===== src/dspm_pkg.sv =====
// dspm_pkg: shared constants and types of the dual serial port block
package dspm_pkg;
  // register indices, byte address is four times the index
  localparam logic [7:0] IDX_P0_CTL = 8'h98;
  localparam logic [7:0] IDX_P0_DATA = 8'h99;
  localparam logic [7:0] IDX_P1_DATA = 8'h9A;
  localparam logic [7:0] IDX_T3_CTL = 8'hC4;
  localparam logic [7:0] IDX_P1_CTL = 8'hF8;
  localparam logic [7:0] IDX_PWR_CTL = 8'h87;
  // reset values
  localparam logic [7:0] CTL_RST = 8'h00;
  localparam logic [7:0] DATA_RST = 8'h00;
  localparam logic [7:0] T3_RST = 8'h00;
  localparam logic [1:0] PWR_RST = 2'h0;
  // port control fields
  localparam int CTL_MODE_HI = 7;
  localparam int CTL_MODE_LO = 6;
  localparam int CTL_MP = 5;
  localparam int CTL_REN = 4;
  localparam int CTL_TB8 = 3;
  localparam int CTL_RB8 = 2;
  localparam int CTL_TI = 1;
  localparam int CTL_RI = 0;
  // power control and timer-3 control fields
  localparam int PWR_DBL = 7;
  localparam int PWR_VIEW = 6;
  localparam int T3_DBL = 7;
  localparam int T3_VIEW = 6;
  localparam int T3_BAUD_SOURCE_SELECT = 5;
  // timing: dividers of the system clock or of overflow events
  localparam int OVS = 16;
  localparam logic [3:0] M0_DIV_SLOW = 4'hC;
  localparam logic [3:0] M0_DIV_FAST = 4'h2;
  localparam int M2_DIV_SLOW = 64;
  localparam int M2_DIV_FAST = 32;
  localparam int TMR_DIV_SLOW = 32;
  localparam int TMR_DIV_FAST = 16;
  localparam logic [1:0] PRE_M2_SLOW = 2'(M2_DIV_SLOW / OVS - 1);
  localparam logic [1:0] PRE_M2_FAST = 2'(M2_DIV_FAST / OVS - 1);
  localparam logic [1:0] PRE_TMR_SLOW = 2'(TMR_DIV_SLOW / OVS - 1);
  localparam logic [1:0] PRE_TMR_FAST = 2'(TMR_DIV_FAST / OVS - 1);
  localparam logic [3:0] TK_MID = 4'h7;
  localparam logic [3:0] TK_LAST = 4'hF;
  localparam logic [3:0] M0_BITS = 4'h8;
  typedef enum logic [1:0] {
    SH_IDLE = 2'b00,
    SH_ASYNC = 2'b01,
    SH_SYNC_TX = 2'b10,
    SH_SYNC_RX = 2'b11
  } dspm_sh_t;
  typedef enum logic [1:0] {
    RX_IDLE = 2'b00,
    RX_START = 2'b01,
    RX_BITS = 2'b10
  } dspm_rx_t;
endpackage : dspm_pkg


===== src/dspm_serial.sv =====
// dspm_serial: two serial ports with an APB register slave
`timescale 1ns/1ps
module dspm_serial
  import dspm_pkg::*;
#(
  parameter int ADDR_W = 12
) (
  // clock and reset
  input wire logic clk,
  input wire logic arst_n,
  // apb slave
  input wire logic psel,
  input wire logic penable,
  input wire logic pwrite,
  input wire logic [ADDR_W-1:0] paddr,
  input wire logic [31:0] pwdata,
  output logic pready,
  output logic [31:0] prdata,
  output logic pslverr,
  // baud sources and address recogniser
  input wire logic timer1_overflow,
  input wire logic timer3_overflow,
  input wire logic [1:0] addr_match,
  // serial pins, index is the port number
  input wire logic [1:0] rxd_in,
  output wire logic [1:0] rxd_out,
  output wire logic [1:0] rxd_oe,
  output wire logic [1:0] txd
);

  // paddr[9:2] carries the register index, so a narrower bus cannot reach the map
  if (ADDR_W < 10) begin : g_addr_check
    $error("ADDR_W too small for the register map");
  end

  function automatic logic hit(input logic [7:0] idx, input logic [7:0] want);
    hit = (idx == want);
  endfunction : hit

  // bus decode
  wire [7:0] idx = paddr[9:2];
  wire upper_zero = (paddr >> 10) == '0;
  wire aligned = (paddr[1:0] == 2'b00) && upper_zero;
  wire sel_c0 = aligned && hit(idx, IDX_P0_CTL);
  wire sel_d0 = aligned && hit(idx, IDX_P0_DATA);
  wire sel_d1 = aligned && hit(idx, IDX_P1_DATA);
  wire sel_c1 = aligned && hit(idx, IDX_P1_CTL);
  wire sel_t3 = aligned && hit(idx, IDX_T3_CTL);
  wire sel_pw = aligned && hit(idx, IDX_PWR_CTL);
  wire mapped = sel_c0 || sel_d0 || sel_d1 || sel_c1 || sel_t3 || sel_pw;
  wire acc = psel && penable;
  wire wr = acc && pwrite && mapped;
  wire [7:0] wd = pwdata[7:0];

  // zero wait states, every access ends in its first access cycle
  assign pready = 1'b1;
  assign pslverr = acc && !mapped;

  // shared control registers
  logic [7:0] t3_q;
  logic [1:0] pwr_q;
  always_ff @(posedge clk or negedge arst_n) begin
    if (!arst_n) begin
      t3_q <= T3_RST;
      pwr_q <= PWR_RST;
    end else begin
      if (wr && sel_t3) t3_q <= wd;
      if (wr && sel_pw) pwr_q <= wd[7:6];
    end
  end

  // per-port views of the shared registers
  wire [7:0] ctl_rd [2];
  wire [7:0] rbuf_rd [2];
  wire wr_ctl [2];
  wire wr_dat [2];
  wire dbl [2];
  wire tmr_fast [2];
  wire view [2];
  wire ovf [2];
  assign wr_ctl[0] = wr && sel_c0;
  assign wr_ctl[1] = wr && sel_c1;
  assign wr_dat[0] = wr && sel_d0;
  assign wr_dat[1] = wr && sel_d1;
  assign dbl[0] = pwr_q[PWR_DBL - 6];
  assign dbl[1] = t3_q[T3_DBL];
  assign tmr_fast[0] = pwr_q[PWR_DBL - 6];
  assign tmr_fast[1] = 1'b1;
  assign view[0] = pwr_q[PWR_VIEW - 6];
  assign view[1] = t3_q[T3_VIEW];
  assign ovf[0] = t3_q[T3_BAUD_SOURCE_SELECT] ? timer3_overflow : timer1_overflow;
  assign ovf[1] = timer3_overflow;

  // read mux, data buffer read returns the receive register
  wire [7:0] rd8 =
    sel_c0 ? ctl_rd[0] :
    sel_c1 ? ctl_rd[1] :
    sel_d0 ? rbuf_rd[0] :
    sel_d1 ? rbuf_rd[1] :
    sel_t3 ? t3_q :
    sel_pw ? {pwr_q, 6'h00} : 8'h00;
  assign prdata = {24'h000000, rd8};

  for (genvar p = 0; p < 2; p++) begin : g_port
    logic [7:0] ctl_q;
    logic fe_q;
    logic [7:0] rbuf_q;
    logic [1:0] pre_q;
    dspm_sh_t sh_q;
    logic [10:0] shr_q;
    logic [3:0] bc_q;
    logic [3:0] tk_q;
    logic [3:0] sc_q;
    dspm_rx_t rx_q;
    logic [9:0] rsh_q;
    logic [3:0] rbc_q;
    logic [3:0] rtk_q;
    logic rxd_prev_q;
    logic txd_q;
    logic dout_q;
    logic doe_q;

    wire [1:0] mode = {ctl_q[CTL_MODE_HI], ctl_q[CTL_MODE_LO]};
    wire m0 = (mode == 2'b00);
    wire m2 = (mode == 2'b10);
    wire nine = mode[1];
    wire ri = ctl_q[CTL_RI];
    wire ren = ctl_q[CTL_REN];
    wire mp = ctl_q[CTL_MP];
    wire rxd = rxd_in[p];

    // oversampling tick, sixteen per async bit
    wire pre_ev = m2 ? 1'b1 : ovf[p];
    wire [1:0] pre_lim = m2 ? (dbl[p] ? PRE_M2_FAST : PRE_M2_SLOW) :
                         (tmr_fast[p] ? PRE_TMR_FAST : PRE_TMR_SLOW);
    wire tick = pre_ev && (pre_q == pre_lim);
    wire [1:0] pre_d = !pre_ev ? pre_q : (tick ? 2'b00 : pre_q + 2'b01);

    // mode 0 shift clock period in system clocks
    wire [3:0] m0_div = mp ? M0_DIV_FAST : M0_DIV_SLOW;
    wire [3:0] m0_half = m0_div >> 1;
    wire sc_end = (sc_q == m0_div - 4'h1);
    wire sc_smp = (sc_q == m0_half);
    wire in_sync = (sh_q == SH_SYNC_TX) || (sh_q == SH_SYNC_RX);
    wire [3:0] sc_d = (!in_sync || sc_end) ? 4'h0 : sc_q + 4'h1;

    // transmit and mode 0 sequencer
    wire tk_end = tick && (tk_q == TK_LAST);
    // no queue: a buffer write while the sequencer is busy is dropped
    wire st_sync_tx = (sh_q == SH_IDLE) && m0 && wr_dat[p];
    wire st_sync_rx = (sh_q == SH_IDLE) && m0 && !wr_dat[p] && ren && !ri;
    wire st_async = (sh_q == SH_IDLE) && !m0 && wr_dat[p];
    wire [10:0] frame = nine ? {1'b1, ctl_q[CTL_TB8], wd, 1'b0} :
                               {2'b11, wd, 1'b0};
    dspm_sh_t sh_d;
    logic [10:0] shr_d;
    logic [3:0] bc_d;
    logic [3:0] tk_d;
    logic ti_set;
    logic m0_done;
    always_comb begin
      sh_d = sh_q;
      shr_d = shr_q;
      bc_d = bc_q;
      tk_d = tk_q;
      ti_set = 1'b0;
      m0_done = 1'b0;
      case (sh_q)
        SH_IDLE: begin
          tk_d = 4'h0;
          if (st_async) begin
            sh_d = SH_ASYNC;
            shr_d = frame;
            bc_d = nine ? 4'hA : 4'h9;
          end else if (st_sync_tx) begin
            sh_d = SH_SYNC_TX;
            shr_d = {3'b111, wd};
            bc_d = M0_BITS;
          end else if (st_sync_rx) begin
            sh_d = SH_SYNC_RX;
            bc_d = M0_BITS;
          end
        end
        SH_ASYNC: begin
          if (tick) tk_d = tk_q + 4'h1;
          if (tk_end) begin
            shr_d = {1'b1, shr_q[10:1]};
            bc_d = bc_q - 4'h1;
            if (bc_q == 4'h1) ti_set = 1'b1;
            if (bc_q == 4'h0) sh_d = SH_IDLE;
          end
        end
        SH_SYNC_TX: begin
          if (sc_end) begin
            shr_d = {1'b1, shr_q[10:1]};
            bc_d = bc_q - 4'h1;
            if (bc_q == 4'h1) begin
              ti_set = 1'b1;
              sh_d = SH_IDLE;
            end
          end
        end
        SH_SYNC_RX: begin
          if (sc_smp) shr_d = {shr_q[10:8], rxd, shr_q[7:1]};
          if (sc_end) begin
            bc_d = bc_q - 4'h1;
            if (bc_q == 4'h1) begin
              m0_done = 1'b1;
              sh_d = SH_IDLE;
            end
          end
        end
        default: sh_d = SH_IDLE;
      endcase
    end

    // asynchronous receiver
    // a line found high again at mid start bit is noise and is dropped
    wire fall = rxd_prev_q && !rxd;
    wire rtk_end = tick && (rtk_q == TK_LAST);
    wire [3:0] rlast = nine ? 4'h9 : 4'h8;
    wire [9:0] rsh_n = {rxd, rsh_q[9:1]};
    dspm_rx_t rx_d;
    logic [3:0] rtk_d;
    logic [3:0] rbc_d;
    logic fin;
    always_comb begin
      rx_d = rx_q;
      rtk_d = rtk_q;
      rbc_d = rbc_q;
      fin = 1'b0;
      case (rx_q)
        RX_IDLE: begin
          rtk_d = 4'h0;
          rbc_d = 4'h0;
          if (!m0 && ren && fall) rx_d = RX_START;
        end
        RX_START: begin
          if (tick) rtk_d = rtk_q + 4'h1;
          if (tick && rtk_q == TK_MID) begin
            rtk_d = 4'h0;
            rx_d = rxd ? RX_IDLE : RX_BITS;
          end
        end
        RX_BITS: begin
          if (tick) rtk_d = rtk_q + 4'h1;
          if (rtk_end) begin
            rbc_d = rbc_q + 4'h1;
            if (rbc_q == rlast) begin
              fin = 1'b1;
              rx_d = RX_IDLE;
            end
          end
        end
        default: rx_d = RX_IDLE;
      endcase
      if (m0 || !ren) rx_d = RX_IDLE;
    end

    // frame acceptance at mid stop bit
    wire [7:0] a_byte = nine ? rsh_n[7:0] : rsh_n[8:1];
    wire a_ninth = nine ? rsh_n[8] : rxd;
    wire a_ok = !ri && (!mp || (a_ninth && addr_match[p]));
    wire a_load = fin && a_ok;
    wire fe_set = fin && !rxd;

    // control register next value, hardware set wins over software clear
    logic [7:0] ctl_d;
    logic fe_d;
    always_comb begin
      ctl_d = ctl_q;
      fe_d = fe_q;
      if (wr_ctl[p]) begin
        ctl_d = view[p] ? {ctl_q[7], wd[6:0]} : wd;
        if (view[p]) fe_d = wd[7];
      end
      if (ti_set) ctl_d[CTL_TI] = 1'b1;
      if (m0_done || a_load) ctl_d[CTL_RI] = 1'b1;
      if (a_load) ctl_d[CTL_RB8] = a_ninth;
      if (fe_set) fe_d = 1'b1;
    end

    always_ff @(posedge clk or negedge arst_n) begin
      if (!arst_n) begin
        ctl_q <= CTL_RST;
        fe_q <= 1'b0;
        rbuf_q <= DATA_RST;
        pre_q <= 2'b00;
        sh_q <= SH_IDLE;
        shr_q <= 11'h7FF;
        bc_q <= 4'h0;
        tk_q <= 4'h0;
        sc_q <= 4'h0;
      end else begin
        ctl_q <= ctl_d;
        fe_q <= fe_d;
        if (m0_done) rbuf_q <= shr_d[7:0];
        else if (a_load) rbuf_q <= a_byte;
        pre_q <= pre_d;
        sh_q <= sh_d;
        shr_q <= shr_d;
        bc_q <= bc_d;
        tk_q <= tk_d;
        sc_q <= sc_d;
      end
    end

    always_ff @(posedge clk or negedge arst_n) begin
      if (!arst_n) begin
        rx_q <= RX_IDLE;
        rsh_q <= 10'h000;
        rbc_q <= 4'h0;
        rtk_q <= 4'h0;
        rxd_prev_q <= 1'b1;
      end else begin
        rx_q <= rx_d;
        if (rx_q == RX_BITS && rtk_end) rsh_q <= rsh_n;
        rbc_q <= rbc_d;
        rtk_q <= rtk_d;
        rxd_prev_q <= rxd;
      end
    end

    // pins registered; the shift clock idles high and is low in each first half
    always_ff @(posedge clk or negedge arst_n) begin
      if (!arst_n) begin
        txd_q <= 1'b1;
        dout_q <= 1'b1;
        doe_q <= 1'b0;
      end else begin
        txd_q <= in_sync ? (sc_q >= m0_half) :
                 (sh_q == SH_ASYNC) ? shr_q[0] : 1'b1;
        dout_q <= shr_q[0];
        doe_q <= (sh_q == SH_SYNC_TX);
      end
    end

    assign txd[p] = txd_q;
    assign rxd_out[p] = dout_q;
    assign rxd_oe[p] = doe_q;
    assign ctl_rd[p] = {view[p] ? fe_q : ctl_q[7], ctl_q[6:0]};
    assign rbuf_rd[p] = rbuf_q;
  end

endmodule : dspm_serial


===== config.mk =====
export PLATFORM = sky130hd
export DESIGN_NAME = dspm_serial
export DESIGN_NICKNAME = d
export VERILOG_FILES = /design/src/dspm_pkg.sv /design/src/dspm_serial.sv
export SDC_FILE = /design/constraint.sdc
export NUM_CORES = 1
export LEC_CHECK = 0
export BUFFER_PORTS_ARGS = -buffer_cell sky130_fd_sc_hd__buf_2
export CELL_PAD_IN_SITES_DETAIL_PLACEMENT = 1
export CELL_PAD_IN_SITES_GLOBAL_PLACEMENT = 1
export CORE_MARGIN = 4
export CORE_UTILIZATION = 45
export DETAILED_ROUTE_END_ITERATION = 10
export PLACE_DENSITY_LB_ADDON = 0.12
export RECOVER_POWER = 25
export SKIP_CTS_REPAIR_TIMING = 1
export SYNTH_ARGS = -nofsm -noshare
export SYNTH_HDL_FRONTEND = slang
export SYNTH_SLANG_ARGS = --single-unit

===== constraint.sdc =====
create_clock -name clk -period 3.75 [get_ports clk]
set_clock_uncertainty 0.15 [all_clocks]
set_input_delay 0.1875 -clock clk [delete_from_list [all_inputs] [get_ports clk]]
set_output_delay 0.1875 -clock clk [all_outputs]
set_load 0.01 [all_outputs]

==> report_table.html <==
<table>
<tr><th>Metric</th><th>Value</th></tr>
<tr><th colspan="2">Outcome</th></tr>
<tr><td>Result of the run</td><td>finished, violations left</td></tr>
<tr><td>Failing checks</td><td>hold timing, capacitance limit, slew limit</td></tr>
<tr><th colspan="2">Clock tree</th></tr>
<tr><td>Root buffer cell</td><td>clkbuf_16</td></tr>
<tr><td>Insertion delay of the later-clocked pin in the worst-skew pair</td><td>0.43 ns</td></tr>
<tr><td>Number of buffers added by the clock tree synthesis step</td><td>17</td></tr>
<tr><td>Number of sinks driven by the clock tree</td><td>144</td></tr>
<tr><td>Clock slew seen by the registers of the worst setup and hold paths</td><td>roughly 0.060 ns</td></tr>
<tr><td>Worst-case clock buffer depth</td><td>2</td></tr>
<tr><td>H-tree Lvls</td><td>4</td></tr>
<tr><td>Clock tree from TritonCTS</td><td>done</td></tr>
<tr><th colspan="2">STA</th></tr>
<tr><td>Setup TNS</td><td>0 ns</td></tr>
<tr><td>Fmax</td><td>340 MHz</td></tr>
<tr><td>Transition at the pin with the smallest max-transition slack</td><td>2.50 ns</td></tr>
<tr><td>Setup repair after global routing missed its margin</td><td>no</td></tr>
<tr><td>Post-route worst hold slack</td><td>-0.0306 ns</td></tr>
<tr><td>Portion of the clock cycle consumed by the worst path in the final layout</td><td>78.5%</td></tr>
<tr><td>Tightest slew margin relative to the limit</td><td>-66.6%</td></tr>
<tr><td>Number of setup violations in the final report</td><td>0</td></tr>
<tr><td>PnR worst setup slack</td><td>approximately 0.81 ns</td></tr>
<tr><td>Number of pins exceeding their max-slew limit in the final report</td><td>95</td></tr>
<tr><td>Post-layout min period</td><td>~3 ns</td></tr>
<tr><td>Final Hold Viols</td><td>3</td></tr>
<tr><th colspan="2">Floorplan</th></tr>
<tr><td>Number of standard-cell rows in the floorplan</td><td>51</td></tr>
<tr><td>Number of ports placed on the die boundary</td><td>95</td></tr>
<tr><td>Core region area</td><td>19500 um2</td></tr>
<tr><td>Die outline area</td><td>22300 um2</td></tr>
<tr><td>Starting density of the core</td><td>45.9%</td></tr>
<tr><td>X dimension of the die</td><td>roughly 150 um</td></tr>
<tr><td>Die Height</td><td>149 um</td></tr>
<tr><th colspan="2">Pwr</th></tr>
<tr><td>Power density relative to cell area</td><td>467 nW/um2</td></tr>
<tr><td>Fraction of power spent switching nets</td><td>a little under a third</td></tr>
<tr><td>Part of the total power dissipated in combinational logic</td><td>21.8%</td></tr>
<tr><td>Sequential power share</td><td>40.1%</td></tr>
<tr><td>Sw Pwr</td><td>0.00147 W</td></tr>
<tr><td>Internal power</td><td>0.00323 W</td></tr>
<tr><td>Part of the power in the clock network</td><td>38.1%</td></tr>
<tr><td>Power consumption</td><td>0.00469 W</td></tr>
<tr><td>Leakage power of the design</td><td>between 4 and 5 nW</td></tr>
<tr><td>Max rail drop VDD</td><td>0.000338 V</td></tr>
<tr><th colspan="2">Placed design</th></tr>
<tr><td>HPWL reported at the end of detailed placement</td><td>18.1 mm</td></tr>
<tr><td>Count of buffers inserted at the top-level ports</td><td>45</td></tr>
<tr><td>Placed cell areas</td><td>9410 um2</td></tr>
<tr><td>Worst slack at placement</td><td>between 0.7 and 0.8 ns</td></tr>
<tr><td>Gpl congestion</td><td>0.834</td></tr>
<tr><th colspan="2">Drt</th></tr>
<tr><td>Uppermost layer routed</td><td>met4</td></tr>
<tr><td>Routed length on met1</td><td>around 12 mm</td></tr>
<tr><td>Number of nets with antenna violations after detailed routing</td><td>0</td></tr>
<tr><td>DR WL/cell</td><td>between 15 and 20 um</td></tr>
<tr><td>Iter 0 DRT Violations</td><td>between 400 and 500</td></tr>
<tr><td>Met3 wire length</td><td>between 1 and 1.5 mm</td></tr>
<tr><td>Average vias per placed instance</td><td>5.80</td></tr>
<tr><td>Total DRC errors in the routed layout</td><td>0</td></tr>
<tr><td>Via count</td><td>roughly 7300</td></tr>
<tr><td>Post-detailed-routing wire length</td><td>between 20 and 30 mm</td></tr>
<tr><td>Routed wl met2</td><td>11.4 mm</td></tr>
<tr><td>Detailed-routing iteration count for the pre-antenna-repair pass</td><td>5</td></tr>
<tr><th colspan="2">Layout</th></tr>
<tr><td>Number of inserted diodes</td><td>0</td></tr>
<tr><td>Layout cell share with drive strength beyond 1</td><td>20.5%</td></tr>
<tr><td>Area delta synth-&gt;final</td><td>12.2%</td></tr>
<tr><td>Nets@finish</td><td>1075</td></tr>
<tr><td>Final Instance Area</td><td>10100 um2</td></tr>
<tr><th colspan="2">Flow run</th></tr>
<tr><td>Max-cap violation count</td><td>1</td></tr>
<tr><th colspan="2">Worst setup path</th></tr>
<tr><td>Data required time of the worst path</td><td>3.91 ns</td></tr>
<tr><td>Reg2Reg Setup Slack</td><td>about 0.81 ns</td></tr>
<tr><td>Worst flop-to-flop path startpoint</td><td>g_port[0].ctl_q[6]$_DFFE_PN0P_</td></tr>
<tr><td>Kind of start point of the critical path</td><td>flop</td></tr>
<tr><td>Data arrival at the endpoint of the critical path</td><td>between 3 and 4 ns</td></tr>
<tr><td>Depth of the worst register-to-register path</td><td>7</td></tr>
<tr><td>Type of destination of the critical path</td><td>flop</td></tr>
<tr><td>Critical-path maximum fanout</td><td>11</td></tr>
<tr><td>Worst R2R End</td><td>g_port[0].rbuf_q[2]$_DFFE_PN0P_</td></tr>
<tr><td>Start-to-end type of the worst setup path</td><td>flop to flop</td></tr>
<tr><th colspan="2">Synth</th></tr>
<tr><td>Most frequently used flop master after synthesis</td><td>dfrtp_1</td></tr>
<tr><td>Share of async-settable or async-resettable flops after synthesis</td><td>100%</td></tr>
<tr><td>Number of warnings issued by yosys</td><td>0</td></tr>
<tr><td>Part of the Yosys area used for sequential elements</td><td>40.6%</td></tr>
<tr><td>Syn_area_per_cell</td><td>approximately 9.5 um2</td></tr>
<tr><td>Yosys reg bits</td><td>between 100 and 150</td></tr>
<tr><td>Top-area cell type share of the netlist area</td><td>between 30% and 40%</td></tr>
<tr><td>Post-Synthesis Cell Area</td><td>8970 um2</td></tr>
<tr><td>Largest area contributor in the netlist</td><td>dfrtp_1</td></tr>
<tr><td>Number of instances in the synthesized netlist</td><td>941</td></tr>
<tr><td>Count of flip-flops with a built-in enable after synthesis</td><td>0</td></tr>
<tr><td>Top area cells in the synthesized netlist</td><td>dfrtp_1, mux2_2, dfstp_2, mux2i_1, ha_1</td></tr>
<tr><td>Count of cell types in the netlist</td><td>slightly below 80</td></tr>
<tr><th colspan="2">Min path</th></tr>
<tr><td>HP Class</td><td>input pin to flop</td></tr>
<tr><td>Startpoint of the worst hold path</td><td>pwdata[1]</td></tr>
<tr><td>Cell depth of the worst min-delay path</td><td>3</td></tr>
<tr><td>Hold endpoint</td><td>g_port[1].ctl_q[1]$_DFFE_PN0P_</td></tr>
<tr><th colspan="2">Global route</th></tr>
<tr><td>Remaining global-route overflow</td><td>0</td></tr>
<tr><td>Antenna violations before repair</td><td>0</td></tr>
<tr><td>Maximum number of pins on one net before global-route repair</td><td>96</td></tr>
<tr><td>Wire length of the first global-routing pass</td><td>between 40 and 50 mm</td></tr>
<tr><td>Via count of the first global-routing pass</td><td>roughly 7400</td></tr>
<tr><td>Global-route total usage across every layer</td><td>23.0%</td></tr>
</table>
metal layers:
layer / up-vias / GRT usage (%)
met1: 3669 / 33.2
met3: 24 / 4.01
met2: 172 / 35.9
met5: - / 0
li1: 3445 / -
met4: 0 / 6.00
final cells by class:
cell class              instances  area (um2)
clock buffers                  21         460
inverters                      45         169
flip-flops and latches        144        3640
well taps                     265         332
clock inverters                11         153
fillers                      2260        9470
repair buffers                 71         440
multi-input cells             704        4870
critical path: stages (launching register included):
cell	delay (ns)
dfrtp_1	0.58
nor2b_1	0.15
a211oi_2	0.56
o21ai_1	0.24
nor4b_2	0.29
buf_4	0.24
mux2_2	0.34
mux2_2	0.27
layout by cell type, fill, tap and decap left out, types with 5 or more instances in the layout:
| master | instances |
|---|---|
| inv_1 | 45 |
| buf_2 | 40 |
| a22oi_1 | 10 |
| xnor2_1 | 10 |
| clkbuf_16 | 17 |
| ha_1 | 37 |
| nand3b_1 | 8 |
| nand3_1 | 34 |
| a31oi_1 | 11 |
| and2_1 | 6 |
| o22ai_1 | 9 |
| nand2_1 | 79 |
| dfstp_2 | 26 |
| o21ai_0 | 68 |
| o211ai_1 | 7 |
| xor2_1 | 5 |
| nor2_1 | 60 |
| a21oi_1 | 54 |
| dfrtp_1 | 116 |
| nand4_1 | 9 |
| dlygate4sd3_1 | 5 |
| buf_4 | 20 |
| clkbuf_1 | 6 |
| a21o_1 | 11 |
| conb_1 | 25 |
| nor3_1 | 17 |
| and3_1 | 5 |
| mux2i_1 | 48 |
| o31ai_1 | 9 |
| nand2b_1 | 14 |
| mux2_2 | 67 |
flip-flops by register name, summed over array words and instances (netlist names), 8 cells and up:
| signal | flops |
|---|---|
| g_port.rbc_q | 8 |
| g_port.ctl_q | 16 |
| t3_q | 8 |
| g_port.tk_q | 8 |
| g_port.sc_q | 8 |
| g_port.bc_q | 8 |
| g_port.rsh_q | 18 |
| g_port.shr_q | 22 |
| g_port.rtk_q | 8 |
| g_port.rbuf_q | 16 |
kinds of logic after synthesis:
kind of cell    Yosys count  share of synthesized area [%]
fa+ha+maj                37                           5.16
compound gates          238                           17.2
buf+inv                 116                           6.19
other cells               2                         0.0837
flops                   144                           40.6
simple gates            274                           15.5
xor+xnor                 15                           1.46
mux                     115                           13.8
how the worst max path moves through the flow:
stage                                    from                         endpoint  slack, ns  cells past startpoint
2_1_floorplan  g_port[0].ctl_q[6]$_DFFE_PN0P_  g_port[0].rbuf_q[2]$_DFFE_PN0P_       1.11                      9
3_3_place_gp                        paddr[11]   g_port[0].ctl_q[2]$_DFFE_PN0P_       0.82                      7
3_5_place_dp                        paddr[11]   g_port[0].ctl_q[2]$_DFFE_PN0P_       0.78                      7
4_1_cts        g_port[1].ctl_q[5]$_DFFE_PN0P_  g_port[1].rbuf_q[1]$_DFFE_PN0P_       0.85                      7
5_1_grt                                arst_n    g_port[1].bc_q[1]$_DFFE_PN0P_       0.54                      2
6_report       g_port[0].ctl_q[6]$_DFFE_PN0P_  g_port[0].rbuf_q[2]$_DFFE_PN0P_       0.81                      7
synth_stat cells (10+ instances only):
cell type and n:
a21oi_1 54, mux2_2 67, nand2b_1 14, nor3_1 17, o21ai_0 69, nand2_1 79, inv_1 45, nand3_1 34
a21o_1 11, a31oi_1 11, nor2_1 60, ha_1 37, mux2i_1 48, dfstp_2 28, xnor2_1 10, clkbuf_1 34
a22oi_1 10, dfrtp_1 116, buf_4 31
through the flow:
| step | utilization (%) | std cells |
|---|---|---|
| after floorplan | - | 964 |
| after global placement | 48.2 | 1224 |
| after detailed placement | 48.2 | 1224 |
| after CTS | 51.3 | 1256 |
| after global routing | 51.5 | 1261 |
| final | 51.5 | 1261 |
power groups by stage:
stage	clock network (W)	registers [W]	logic, W
after global placement	0	0.00191	0.000995
after global routing	0.00189	0.00191	0.00116
after floorplan	0	0.00186	0.000778
after detailed placement	0	0.00191	0.00102
after CTS	0.00183	0.00189	0.00103
final	0.00179	0.00188	0.00102
No activity file was read; power rests on OpenSTA's default activity.
